File: src/core/pdmc_pkg.sv
package pdmc_pkg;
   // register offsets on the plain port
   localparam logic [7:0] OFS_CTRL = 8'h82;
   localparam logic [7:0] OFS_CTRL_B = 8'h88;
   localparam logic [7:0] OFS_STATE = 8'h90;
   localparam logic [7:0] RST_CTRL = 8'h00;
   // control register fields
   localparam int BIT_STANDBY_SEL = 7;
   localparam int BIT_TIMER = 2;
   localparam int BIT_RTC = 1;
   localparam int BIT_BASIC_UART = 0;
   localparam logic [7:0] MASK_CTRL = 8'h87;
   // second control register fields
   localparam int BIT_BUS = 7;
   localparam int BIT_BREAK = 5;
   localparam int BIT_DMA = 4;
   localparam int BIT_DAC = 3;
   localparam int BIT_ADC = 2;
   localparam int BIT_UART2 = 1;
   localparam int BIT_UART1 = 0;
   localparam logic [7:0] MASK_CTRL_B = 8'hBF;
   localparam logic [7:0] WDT_ZERO = 8'h00;
   localparam logic [7:0] ZERO_BYTE = 8'h00;
   localparam logic [3:0] ZERO_NIB = 4'h0;
   localparam logic [1:0] ST_RESET = 2'b11;
   localparam logic [1:0] ST_SLEEP = 2'b10;
   localparam logic [1:0] ST_STANDBY = 2'b01;
   localparam logic [1:0] ST_NORMAL = 2'b00;
   typedef enum logic [2:0]
   {
      PDMC_RUN = 3'b000,
      PDMC_SLEEP = 3'b001,
      PDMC_STANDBY = 3'b010,
      PDMC_WAKE = 3'b011,
      PDMC_LOCK = 3'b100
   } pdmc_state_t;
endpackage

File: src/core/pdmc_top.sv
// Added by the designer: strobed register access and the register addresses.
`timescale 1ns/1ps
module pdmc_top #(
   parameter int CODE_W = 12
) (
   // clock and reset
   input wire logic sys_clk,
   input wire logic srst,
   input wire logic manual_rst,
   // register port
   input wire logic [7:0] reg_addr,
   input wire logic [7:0] reg_wdata,
   input wire logic reg_wr,
   input wire logic reg_rd,
   output logic [7:0] reg_rdata,
   // cpu side
   input wire logic sleep_req,
   input wire logic cpu_block_bit,
   input wire logic [3:0] irq_mask_level,
   input wire logic refresh_busy,
   // interrupt sources
   input wire logic nmi_req,
   input wire logic ext_irq_req,
   input wire logic [3:0] ext_irq_level,
   input wire logic per_irq_req,
   input wire logic [3:0] per_irq_level,
   input wire logic per_irq_rtc_clk,
   input wire logic per_irq_interval,
   input wire logic rtc_in_use,
   input wire logic [CODE_W-1:0] irq_code,
   // watchdog
   input wire logic [7:0] watchdog_count,
   input wire logic watchdog_done,
   // outputs
   output logic cpu_halt,
   output logic cpu_clk_en,
   output logic periph_clk_en,
   output logic bus_clock_en,
   output logic watchdog_run,
   output logic timer_start_clr,
   output logic exc_start,
   output logic [CODE_W-1:0] event_code_reg,
   output logic [CODE_W-1:0] event_code_reg_b,
   output logic state_pin_hi,
   output logic state_pin_lo,
   output logic [10:0] module_gate,
   output logic rtc_access_ok
);
   pdmc_pkg::pdmc_state_t state_ff, nxt_state;
   logic [7:0] ctrl_ff, nxt_ctrl;
   logic [7:0] ctrl_b_ff, nxt_ctrl_b;
   logic [7:0] rdata_ff, nxt_rdata;
   logic halt_ff, nxt_halt;
   logic cclk_ff, nxt_cclk;
   logic pclk_ff, nxt_pclk;
   logic bclk_ff, nxt_bclk;
   logic wdog_ff, nxt_wdog;
   logic tclr_ff, nxt_tclr;
   logic exc_ff, nxt_exc;
   logic [CODE_W-1:0] code_ff, nxt_code;
   logic [CODE_W-1:0] code_b_ff, nxt_code_b;
   logic [1:0] pins_ff, nxt_pins;
   logic [10:0] gate_ff, nxt_gate;
   logic rtcok_ff, nxt_rtcok;
   logic any_rst;
   logic sleep_wake;
   logic standby_wake;
   logic ext_ok;
   logic per_ok;

   assign any_rst = srst | manual_rst;
   // sleep wake sources, block bit not consulted
   assign sleep_wake = nmi_req | ext_irq_req | per_irq_req;
   // standby qualification by level and clock source
   assign ext_ok = ext_irq_req & rtc_in_use & (ext_irq_level > irq_mask_level);
   assign per_ok = per_irq_req & per_irq_rtc_clk & ~per_irq_interval
      & (per_irq_level > irq_mask_level);
   assign standby_wake = nmi_req | ext_ok | per_ok;

   always_comb
   begin
      nxt_state = state_ff;
      nxt_ctrl = ctrl_ff;
      nxt_ctrl_b = ctrl_b_ff;
      nxt_rdata = pdmc_pkg::ZERO_BYTE;
      nxt_tclr = 1'b0;
      nxt_exc = 1'b0;
      nxt_code = code_ff;
      nxt_code_b = code_b_ff;
      // register writes, reserved bits forced to zero
      if (reg_wr && reg_addr == pdmc_pkg::OFS_CTRL)
      begin
         nxt_ctrl = reg_wdata & pdmc_pkg::MASK_CTRL;
      end
      if (reg_wr && reg_addr == pdmc_pkg::OFS_CTRL_B)
      begin
         nxt_ctrl_b = reg_wdata & pdmc_pkg::MASK_CTRL_B;
      end
      if (reg_rd)
      begin
         case (reg_addr)
            pdmc_pkg::OFS_CTRL: nxt_rdata = ctrl_ff;
            pdmc_pkg::OFS_CTRL_B: nxt_rdata = ctrl_b_ff;
            pdmc_pkg::OFS_STATE: nxt_rdata = {2'b00, state_ff, 1'b0, pins_ff};
            default: nxt_rdata = pdmc_pkg::ZERO_BYTE;
         endcase
      end
      // timer stop bit rising initializes timer start register
      if (nxt_ctrl[pdmc_pkg::BIT_TIMER] && !ctrl_ff[pdmc_pkg::BIT_TIMER])
      begin
         nxt_tclr = 1'b1;
      end
      case (state_ff)
         pdmc_pkg::PDMC_RUN:
         begin
            if (sleep_req)
            begin
               // standby_select sampled in the request cycle
               if (ctrl_ff[pdmc_pkg::BIT_STANDBY_SEL])
               begin
                  nxt_state = pdmc_pkg::PDMC_STANDBY;
                  nxt_tclr = 1'b1;
               end
               else
               begin
                  nxt_state = pdmc_pkg::PDMC_SLEEP;
               end
            end
         end
         pdmc_pkg::PDMC_SLEEP:
         begin
            if (sleep_wake)
            begin
               nxt_state = pdmc_pkg::PDMC_RUN;
               nxt_exc = 1'b1;
               nxt_code = irq_code;
            end
         end
         pdmc_pkg::PDMC_STANDBY:
         begin
            if (standby_wake)
            begin
               nxt_state = pdmc_pkg::PDMC_WAKE;
               nxt_code = irq_code;
               nxt_code_b = irq_code;
            end
         end
         pdmc_pkg::PDMC_WAKE:
         begin
            // settle time from watchdog
            if (watchdog_done)
            begin
               nxt_state = pdmc_pkg::PDMC_RUN;
               nxt_exc = 1'b1;
            end
         end
         pdmc_pkg::PDMC_LOCK:
         begin
            nxt_state = pdmc_pkg::PDMC_LOCK;
         end
         default:
         begin
            nxt_state = pdmc_pkg::PDMC_RUN;
         end
      endcase
      // count left running reaches zero: locked standby
      if (state_ff == pdmc_pkg::PDMC_RUN && wdog_ff && ctrl_ff[pdmc_pkg::BIT_STANDBY_SEL]
         && watchdog_count == pdmc_pkg::WDT_ZERO)
      begin
         nxt_state = pdmc_pkg::PDMC_LOCK;
         nxt_tclr = 1'b1;
      end
      if (manual_rst && state_ff != pdmc_pkg::PDMC_LOCK)
      begin
         nxt_state = pdmc_pkg::PDMC_RUN;
         nxt_ctrl = pdmc_pkg::RST_CTRL;
         nxt_ctrl_b = pdmc_pkg::RST_CTRL;
         nxt_exc = 1'b0;
      end
   end

   always_comb
   begin
      nxt_halt = 1'b1;
      nxt_cclk = 1'b0;
      nxt_pclk = 1'b0;
      nxt_bclk = 1'b0;
      nxt_wdog = 1'b0;
      nxt_pins = pdmc_pkg::ST_NORMAL;
      case (nxt_state)
         pdmc_pkg::PDMC_RUN:
         begin
            nxt_halt = 1'b0;
            nxt_cclk = 1'b1;
            nxt_pclk = 1'b1;
            nxt_bclk = 1'b1;
            // count keeps running after wake until select is cleared
            nxt_wdog = (wdog_ff | state_ff == pdmc_pkg::PDMC_WAKE)
               & nxt_ctrl[pdmc_pkg::BIT_STANDBY_SEL];
         end
         pdmc_pkg::PDMC_SLEEP:
         begin
            nxt_pclk = 1'b1;
            nxt_bclk = 1'b1;
            nxt_pins = refresh_busy ? pdmc_pkg::ST_NORMAL : pdmc_pkg::ST_SLEEP;
         end
         pdmc_pkg::PDMC_STANDBY, pdmc_pkg::PDMC_LOCK:
         begin
            nxt_pins = pdmc_pkg::ST_STANDBY;
         end
         pdmc_pkg::PDMC_WAKE:
         begin
            nxt_wdog = 1'b1;
            nxt_pins = pdmc_pkg::ST_STANDBY;
         end
         default:
         begin
            nxt_pins = pdmc_pkg::ST_NORMAL;
         end
      endcase
      if (manual_rst && state_ff != pdmc_pkg::PDMC_LOCK)
      begin
         nxt_pins = pdmc_pkg::ST_RESET;
         nxt_bclk = 1'b1;
      end
      // module gates, bits 9..4 and 2..0 forced set while peripheral clock is stopped
      nxt_gate[10] = nxt_ctrl_b[pdmc_pkg::BIT_BUS] & (nxt_state == pdmc_pkg::PDMC_SLEEP);
      nxt_gate[9] = nxt_ctrl_b[pdmc_pkg::BIT_BREAK] | ~nxt_pclk;
      nxt_gate[8] = nxt_ctrl_b[pdmc_pkg::BIT_DMA] | ~nxt_pclk;
      nxt_gate[7] = nxt_ctrl_b[pdmc_pkg::BIT_DAC] | ~nxt_pclk;
      nxt_gate[6] = nxt_ctrl_b[pdmc_pkg::BIT_ADC] | ~nxt_pclk;
      nxt_gate[5] = nxt_ctrl_b[pdmc_pkg::BIT_UART2] | ~nxt_pclk;
      nxt_gate[4] = nxt_ctrl_b[pdmc_pkg::BIT_UART1] | ~nxt_pclk;
      nxt_gate[3] = 1'b0;
      nxt_gate[2] = nxt_ctrl[pdmc_pkg::BIT_TIMER] | ~nxt_pclk;
      nxt_gate[1] = nxt_ctrl[pdmc_pkg::BIT_RTC] | ~nxt_pclk;
      nxt_gate[0] = nxt_ctrl[pdmc_pkg::BIT_BASIC_UART] | ~nxt_pclk;
      nxt_rtcok = ~nxt_ctrl[pdmc_pkg::BIT_RTC];
   end

   always_ff @(posedge sys_clk)
   begin
      if (srst)
      begin
         state_ff <= pdmc_pkg::PDMC_RUN;
         ctrl_ff <= pdmc_pkg::RST_CTRL;
         ctrl_b_ff <= pdmc_pkg::RST_CTRL;
         rdata_ff <= pdmc_pkg::ZERO_BYTE;
         halt_ff <= 1'b0;
         cclk_ff <= 1'b1;
         pclk_ff <= 1'b1;
         bclk_ff <= 1'b1;
         wdog_ff <= 1'b0;
         tclr_ff <= 1'b0;
         exc_ff <= 1'b0;
         code_ff <= '0;
         code_b_ff <= '0;
         pins_ff <= pdmc_pkg::ST_RESET;
         gate_ff <= '0;
         rtcok_ff <= 1'b1;
      end
      else
      begin
         state_ff <= nxt_state;
         ctrl_ff <= nxt_ctrl;
         ctrl_b_ff <= nxt_ctrl_b;
         rdata_ff <= nxt_rdata;
         halt_ff <= nxt_halt;
         cclk_ff <= nxt_cclk;
         pclk_ff <= nxt_pclk;
         bclk_ff <= nxt_bclk;
         wdog_ff <= nxt_wdog;
         tclr_ff <= nxt_tclr;
         exc_ff <= nxt_exc;
         code_ff <= nxt_code;
         code_b_ff <= nxt_code_b;
         pins_ff <= nxt_pins;
         gate_ff <= nxt_gate;
         rtcok_ff <= nxt_rtcok;
      end
   end

   assign reg_rdata = rdata_ff;
   assign cpu_halt = halt_ff;
   assign cpu_clk_en = cclk_ff;
   assign periph_clk_en = pclk_ff;
   assign bus_clock_en = bclk_ff;
   assign watchdog_run = wdog_ff;
   assign timer_start_clr = tclr_ff;
   assign exc_start = exc_ff;
   assign event_code_reg = code_ff;
   assign event_code_reg_b = code_b_ff;
   assign state_pin_hi = pins_ff[1];
   assign state_pin_lo = pins_ff[0];
   assign module_gate = gate_ff;
   assign rtc_access_ok = rtcok_ff;

   // checks
   sleep_entry_a: assert property (@(posedge sys_clk) disable iff (srst)
      state_ff == pdmc_pkg::PDMC_RUN && sleep_req && !ctrl_ff[pdmc_pkg::BIT_STANDBY_SEL]
      && !manual_rst && !(wdog_ff && ctrl_ff[pdmc_pkg::BIT_STANDBY_SEL])
      |=> cpu_halt && periph_clk_en && bus_clock_en)
      else $error("sleep entry wrong");
   sleep_pins_a: assert property (@(posedge sys_clk) disable iff (srst)
      state_ff == pdmc_pkg::PDMC_SLEEP && !manual_rst ##0 $past(refresh_busy) == 1'b0
      |-> pins_ff == pdmc_pkg::ST_SLEEP)
      else $error("sleep pins wrong");
   standby_entry_a: assert property (@(posedge sys_clk) disable iff (srst)
      state_ff == pdmc_pkg::PDMC_RUN && sleep_req && ctrl_ff[pdmc_pkg::BIT_STANDBY_SEL]
      && !manual_rst |=> !bus_clock_en && !periph_clk_en && timer_start_clr
      && pins_ff == pdmc_pkg::ST_STANDBY)
      else $error("standby entry wrong");
   sleep_wake_a: assert property (@(posedge sys_clk) disable iff (srst)
      state_ff == pdmc_pkg::PDMC_SLEEP && nmi_req && !manual_rst
      |=> exc_start && event_code_reg == $past(irq_code))
      else $error("sleep wake wrong");
   wake_wait_a: assert property (@(posedge sys_clk) disable iff (srst)
      state_ff == pdmc_pkg::PDMC_WAKE && !watchdog_done && !manual_rst
      |=> cpu_halt && !exc_start)
      else $error("woke before settle");
   mask_level_a: assert property (@(posedge sys_clk) disable iff (srst)
      state_ff == pdmc_pkg::PDMC_STANDBY && !nmi_req && !per_irq_req
      && ext_irq_level <= irq_mask_level && !manual_rst
      |=> state_ff == pdmc_pkg::PDMC_STANDBY)
      else $error("masked irq woke");
   interval_a: assert property (@(posedge sys_clk) disable iff (srst)
      state_ff == pdmc_pkg::PDMC_STANDBY && !nmi_req && !ext_irq_req && per_irq_interval
      && !manual_rst |=> state_ff == pdmc_pkg::PDMC_STANDBY)
      else $error("interval timer woke");
   lock_a: assert property (@(posedge sys_clk) disable iff (srst)
      state_ff == pdmc_pkg::PDMC_LOCK |=> state_ff == pdmc_pkg::PDMC_LOCK [*2])
      else $error("lock left");
   timer_gate_a: assert property (@(posedge sys_clk) disable iff (srst)
      reg_wr && reg_addr == pdmc_pkg::OFS_CTRL && reg_wdata[pdmc_pkg::BIT_TIMER]
      && !ctrl_ff[pdmc_pkg::BIT_TIMER] && !manual_rst
      |=> timer_start_clr && module_gate[2])
      else $error("timer gate wrong");
   mrst_a: assert property (@(posedge sys_clk) disable iff (srst)
      manual_rst && state_ff != pdmc_pkg::PDMC_LOCK
      |=> pins_ff == pdmc_pkg::ST_RESET && ctrl_ff == pdmc_pkg::RST_CTRL
      && bus_clock_en)
      else $error("manual reset wrong");
   cv_sleep: cover property (@(posedge sys_clk) state_ff == pdmc_pkg::PDMC_SLEEP
      ##1 state_ff == pdmc_pkg::PDMC_RUN);
   cv_wake: cover property (@(posedge sys_clk) state_ff == pdmc_pkg::PDMC_WAKE
      ##1 state_ff == pdmc_pkg::PDMC_RUN);
   cv_lock: cover property (@(posedge sys_clk) state_ff == pdmc_pkg::PDMC_LOCK);
endmodule

File: config.mk
export PLATFORM = sky130hd
export DESIGN_NAME = pdmc_top
export DESIGN_NICKNAME = d
export VERILOG_FILES = /design/src/core/pdmc_pkg.sv /design/src/core/pdmc_top.sv
export SDC_FILE = /design/constraint.sdc
export NUM_CORES = 1
export LEC_CHECK = 0
export BUFFER_PORTS_ARGS = -buffer_cell sky130_fd_sc_hd__buf_2
export CAP_MARGIN = 30
export CORE_ASPECT_RATIO = 1.2
export CORE_MARGIN = 1
export CORE_UTILIZATION = 40
export CTS_BUF_LIST = sky130_fd_sc_hd__clkbuf_16
export DETAILED_ROUTE_END_ITERATION = 8
export PLACE_DENSITY = 0.8
export SYNTH_ARGS = -nofsm -noshare
export SYNTH_HDL_FRONTEND = slang
export SYNTH_SLANG_ARGS = --single-unit
File: constraint.sdc
create_clock -name sys_clk -period 2.27 [get_ports sys_clk]
set_clock_uncertainty 0.2 [all_clocks]
set_input_delay 0.454 -clock sys_clk [delete_from_list [all_inputs] [get_ports sys_clk]]
set_output_delay 0.454 -clock sys_clk [all_outputs]
set_load 0.05 [all_outputs]
* After elaboration in Yosys (flattened, before gate mapping) *
Index checks and enable logic that the tools add are counted.

word-level totals
  bits in registers = 67
  input bits = 63
  output and inout bits = 53
  word-level logic and storage cells = 106

cells by class
  order comparisons = 2
  eq/ne operators = 14
  mux-type cells = 30
  bitwise operators = 25
  reduce and logical (&&, ||, !) cells = 18

operator list
  kind                  count
  $mux W8               4
  $eq A8 B8 Y1 const B  3
  $mux W12              2
  $pmux W12 S2          1
  $pmux W8 S3           1
  $mux W3               6
  $pmux W3 S5           1
  $or A1 B1 Y1          14
  $eq A3 B2 Y1 const B  4
  $mux W1               10
  $gt A4 B4 Y1          2
  $logic_not A8 Y1      1
  $and A1 B1 Y1         7
  $logic_and A1 B1 Y1   7
  $eq A3 B1 Y1 const B  2
  $eq A3 B3 Y1 const B  2
  $logic_not A3 Y1      2
  $reduce_or A2 Y1      3
  $mux W2               2
  $ne A2 B2 Y1 const B  2
  $not A1 Y1            4
  $pmux W1 S2           2
  $pmux W2 S2           1
  $ne A3 B3 Y1 const B  1
  5 further kinds       5

* Depth between registers and ports, before layout *
  word-level depth = 13
  gate-level depth with buffers = 9
  depth with buffers taken out = 8

* Worst setup path after synthesis *
Ideal clock, no wire load.

  kind = input -> register
  start = in irq_mask_level[2]
  end = reg code_b_ff[10], in the netlist event_code_reg_b[10]
  setup time = 0.128 ns
  arrival time = 2.182 ns
  data required time = 1.942 ns
  path slack = -0.239 ns
  stages = 9
  buffers on the path = 1
  cell sequence = inv_1 -> ha_1 -> a21o_1 -> a211oi_1 -> nor2_1 -> o211ai_1 -> buf_2 -> mux2i_1 -> nor2_1

between the ends
  word-level cells in the longest chain between the ends = 5
  elaborated cells between the ends (all ways) = 7
  classes of those cells = 2 x order compare; 4 x bitwise; 1 x reduce/logical

ends and longest elaborated chain
  element                               line             source
  start: declaration                    pdmc_top.sv:19   input wire logic [3:0] irq_mask_level,
  $gt A4 B4 Y1                          pdmc_top.sv:75   assign ext_ok = ext_irq_req & rtc_in_use & (ext_irq_level > irq_mask_level);
  $and A1 B1 Y1                         pdmc_top.sv:75
  $or A1 B1 Y1                          pdmc_top.sv:78   assign standby_wake = nmi_req | ext_ok | per_ok;
  $or A1 B1 Y1 *                        pdmc_top.sv:78
  $reduce_and A2 Y1 (no source line) *  n/a
  end signal: assignment                pdmc_top.sv:276  code_b_ff <= nxt_code_b;
  end: declaration                      pdmc_top.sv:61   logic [CODE_W-1:0] code_b_ff, nxt_code_b;

Every way passes the cells marked *; elsewhere a longest branch is shown, timed or not.
A chain may end at the register's enable or synchronous reset.

* Worst setup path in the final report *
  start = in watchdog_count[3]
  end = reg wdog_ff, in the netlist watchdog_run

between the ends
  word-level cells in the longest chain between the ends = 6
  elaborated cells between the ends (all ways) = 7
  classes of those cells = 1 x eq/ne; 3 x mux; 3 x reduce/logical

ends and longest elaborated chain
  element                                           line             source
  start: declaration                                pdmc_top.sv:32   input wire logic [7:0] watchdog_count,
  $logic_not A8 Y1 *                                pdmc_top.sv:168  && watchdog_count == pdmc_pkg::WDT_ZERO)
  $logic_and A1 B1 Y1 *                             pdmc_top.sv:168
  $mux W3 *                                         pdmc_top.sv:167  if (state_ff == pdmc_pkg::PDMC_RUN && wdog_ff && ctrl_ff[pdmc_pkg::BIT_STANDBY_SEL]
  $mux W3 *                                         pdmc_top.sv:173  if (manual_rst && state_ff != pdmc_pkg::PDMC_LOCK)
  $eq A3 B2 Y1 or $logic_not A3 Y1 (tied branches)  pdmc_top.sv:190  case (nxt_state)
  $pmux W1 S2 *                                     pdmc_top.sv:190
  end signal: assignment                            pdmc_top.sv:272  wdog_ff <= nxt_wdog;
  end: declaration                                  pdmc_top.sv:57   logic wdog_ff, nxt_wdog;

Marked as above.

==> results summary <==
The flow ran to the end, and the final reports show no timing, DRC or antenna violations. The total iterations of the first detailed-routing run is 4. Net switching is 21.9% of the power. The number of synthesized flops with an enable pin came out at 0. In this run the power spent charging and discharging nets is 619 uW. In this run the top signal layer used is met4. Dividing the detail-routed via count by the number of cells gives 5.08. The top cell types in the final layout, fill and taps aside, are sky130_fd_sc_hd__buf_2, sky130_fd_sc_hd__dfxtp_1, sky130_fd_sc_hd__nor2_1. The first-iteration detailed-routing DRC count came out at 100. The cell taking the most area after synthesis is sky130_fd_sc_hd__dfxtp_1.

The final number of max-transition violations is 0. The initial antenna violation count came out at 0. The total leakage power came out at 0.00195 uW. In the routed design, unresolved DRC markers number 0. The placer congestion estimate is between 0.8 and 0.9. Static timing analysis puts the maximum clock frequency at between 0.4 and 0.5 GHz. The tree is rooted in a sky130_fd_sc_hd__clkbuf_16. The final wirelength came out at 6830 microns. The path class of the tightest hold or removal check is in2reg.

The highest ir drop seen on vdd came out at 0.000700 V. The average wire per standard cell came out at 13.6 microns. The global route total overflow is 0. The synthesized netlist cell count is 282. The post-route cell area is between 3000 and 4000 sq um. The number of buffers inserted during clock tree synthesis came out at 9. The clock latency on the worst-skew pair came out at between 0.3 and 0.4 ns. The worst setup path is captured at a register.

Data arrives at the worst endpoint at 2.19 ns. The via count of the first global-routing pass is roughly 2.5k. The HPWL after detailed placement is 5070 microns.

In the global route stage, overall resource usage came out at 19.8%. The combinational fraction of design power came out at 8.7%. The portion of synthesized cell area occupied by the leading cell type is 48.2%. The category of the most critical setup path is in2reg.

The worst setup path is launched from a primary input. The measured slew at the worst slew-check pin is 0.882 ns. Internal power comes to 2200 uW.

The placed instance area came out at 3550 sq um. The clock tree buffer depth is 2. The floorplan step defined a die boundary enclosing approximately 7100 sq um. The I/O pin total came out at 116.

The fraction of registers with async set or reset after synthesis came out at 0%. The required time reported for the critical path endpoint came out at 2.28 ns. Yosys attributes the largest share of cell area to sky130_fd_sc_hd__dfxtp_1, sky130_fd_sc_hd__mux2i_1, sky130_fd_sc_hd__nor2_1. The worst stage delay on the critical path is around 0.53 ns. The count of final hold-check violations came out at 0. The unique cell type count in the Yosys netlist is 52. The post-route netlist has 41.1% of its cells at a drive strength greater than 1. In the final routing, the length of wire on met1 measures 2680 microns. TritonCTS built the clock tree. The horizontal die dimension came out at a little under 80 microns. The port buffer count is 111. The maximum number of pins on one net before global-route repair is 21.

The sequential group share of total power is 41.1%. The hold buffer count at CTS is 0. 0 antenna diodes ended up in the layout. The number of vias in the routed layout came out at 2,554. The area of the core came out at ~6500 sq um. For this configuration, the core starts out at a cell density of a little over two fifths.

Setup violations remaining at the end of the flow were counted as 0. The power density normalized to cell area came out at 723 nW/um^2. Wire segments on met2 add up to roughly 3600 microns in the final route.

The vertical extent of the die came out at 92.0 microns. The post-route setup TNS came out at 0 ns. The worst-case headroom to the max-slew limit is between 40% and 50%. The average cell area after synthesis came out at 9.57 sq um. The Yosys step of the flow raised 0 warnings. The number of flip-flops and latches in the synthesized netlist is 65. The number of nets in the final layout is roughly 480.

The number of sinks driven by the clock tree is 65. The floorplan has 32 rows. The most used flip-flop cell after synthesis is sky130_fd_sc_hd__dfxtp_1. The clock-pin slew on the worst setup and hold paths came out at 0.05 ns. The wire length of the first global-routing pass is 11,000 microns. The highest fanout seen on the critical path came out at 4. The max-capacitance violation count is 0. Setup repair after global routing left no endpoint under its margin. The fraction of the cycle the final worst path needs is a little over nine tenths. The met3 wirelength from detailed routing is slightly above 400 microns. Leaving out fill and tap cells, the most frequent cell in the layout is sky130_fd_sc_hd__buf_2.

The slowest stage of the critical path is the sky130_fd_sc_hd__or4_4 cell. The final critical path time including I/O delays and setup is 2.18 ns. The signal on the critical path passes through buf_2 > or4_4 > nor4_4 > buf_4 > nor2b_1 > a2111oi_1 > mux2_2.

The clock group share of total power came out at roughly 50%. The CTS H-tree depth came out at 3. The register area share after synthesis is ~48%. The detail route stage leaves a number of antenna-violating nets equal to 0. The cell area that synthesis handed to floorplanning was 2700 sq um. The synthesis-to-finish area growth came out at 44.7%.
[logic make-up (layout without fill, tap and decap cells)]
kind of cell / Yosys count / in the layout / synth area share (%)
multiplexers: 27 / 27 / 10.1
other: 1 / 2 / 0.139
AO/OA/AOI/OAI: 48 / 48 / 12.1
adder cells (fa/ha/maj): 8 / 8 / 3.71
buffers and inverters: 26 / 161 / 4.31
flip-flops: 65 / 65 / 48.2
AND/OR/NAND/NOR: 107 / 107 / 21.5
[layout make-up]
type / count / area [sq um]
fillers: 579 / 2580
multi-input cells: 192 / 1380
flip-flops and latches: 65 / 1300
repair buffers: 133 / 758
clock buffers: 9 / 225
well taps: 85 / 106
clock inverters: 7 / 86.3
inverters: 12 / 47.5
[path summary, 6_finish.rpt]
path	startpoint	endpoint	slack, ns	cells after the start
hold reg to reg	ctrl_b_ff[1]$_SDFF_PP0_	reg_rdata[1]$_SDFF_PP0_	0.26	2
setup / recovery	watchdog_count[3]	watchdog_run$_SDFF_PP0_	0.09	7
hold / removal	refresh_busy	pins_ff[1]$_SDFF_PP1_	0.14	2
setup reg to reg	state_ff[1]$_SDFF_PP0_	watchdog_run$_SDFF_PP0_	0.21	6
[critical path, delay by kind of cell]
family,cells,cell delay (ns)
AND/OR/NAND/NOR,3,1.06
multiplexers,1,0.28
buffers and inverters,2,0.27
AO/OA/AOI/OAI,1,0.11
[cells in the mapped netlist, drive strengths merged, types with 2 or more instances]
cell type and instances:
nor2b 3, nor2 39, nand3 11, nor3 3, nor4b 2, nor4 6, clkbuf 7, a21o 2
o211ai 2, nand2b 6, dfxtp 65, mux2i 26, a31oi 2, buf 7, nand2 18, o21bai 2
o21ai 4, ha 8, a211oi 3, a22oi 7, a21oi 16, nand4 2, inv 12, or2 10
[metal layers]
layer	GRT usage, %	up-vias
met3	5.97	16
met1	20.4	1186
met5	0	-
li1	-	1249
met2	37.7	103
met4	6.45	0
[power by group through the flow]
| stage | clock network [uW] | logic [uW] | registers (uW) |
|---|---|---|---|
| finish | 1410 | 247 | 1160 |
| global placement | 0 | 236 | 1180 |
| CTS | 1440 | 247 | 1160 |
| floorplan | 0 | 98.5 | 1220 |
| global route | 1500 | 266 | 1160 |
| detailed placement | 0 | 246 | 1180 |
[what timing repair did]
| item | CTS | global route |
|---|---|---|
| setup endpoints to repair | 0 | 18 |
| resized for setup | 0 | 7 |
| setup buffers | 0 | 1 |
[per-stage QoR]
step	hold WS, ns	power, uW	setup WS (ns)	instances	utilization [%]
5_1_grt	0.143	2920	0.00381	503	60.2
4_1_cts	0.126	2850	0.0551	501	59.5
3_3_place_gp	0.252	1420	-0.236	485	54.7
6_report	0.136	2820	0.0866	503	60.2
3_5_place_dp	0.245	1430	-0.276	485	54.7
2_1_floorplan	0.232	1320	-0.169	283	-
No activity file was read; power rests on OpenSTA's default activity.
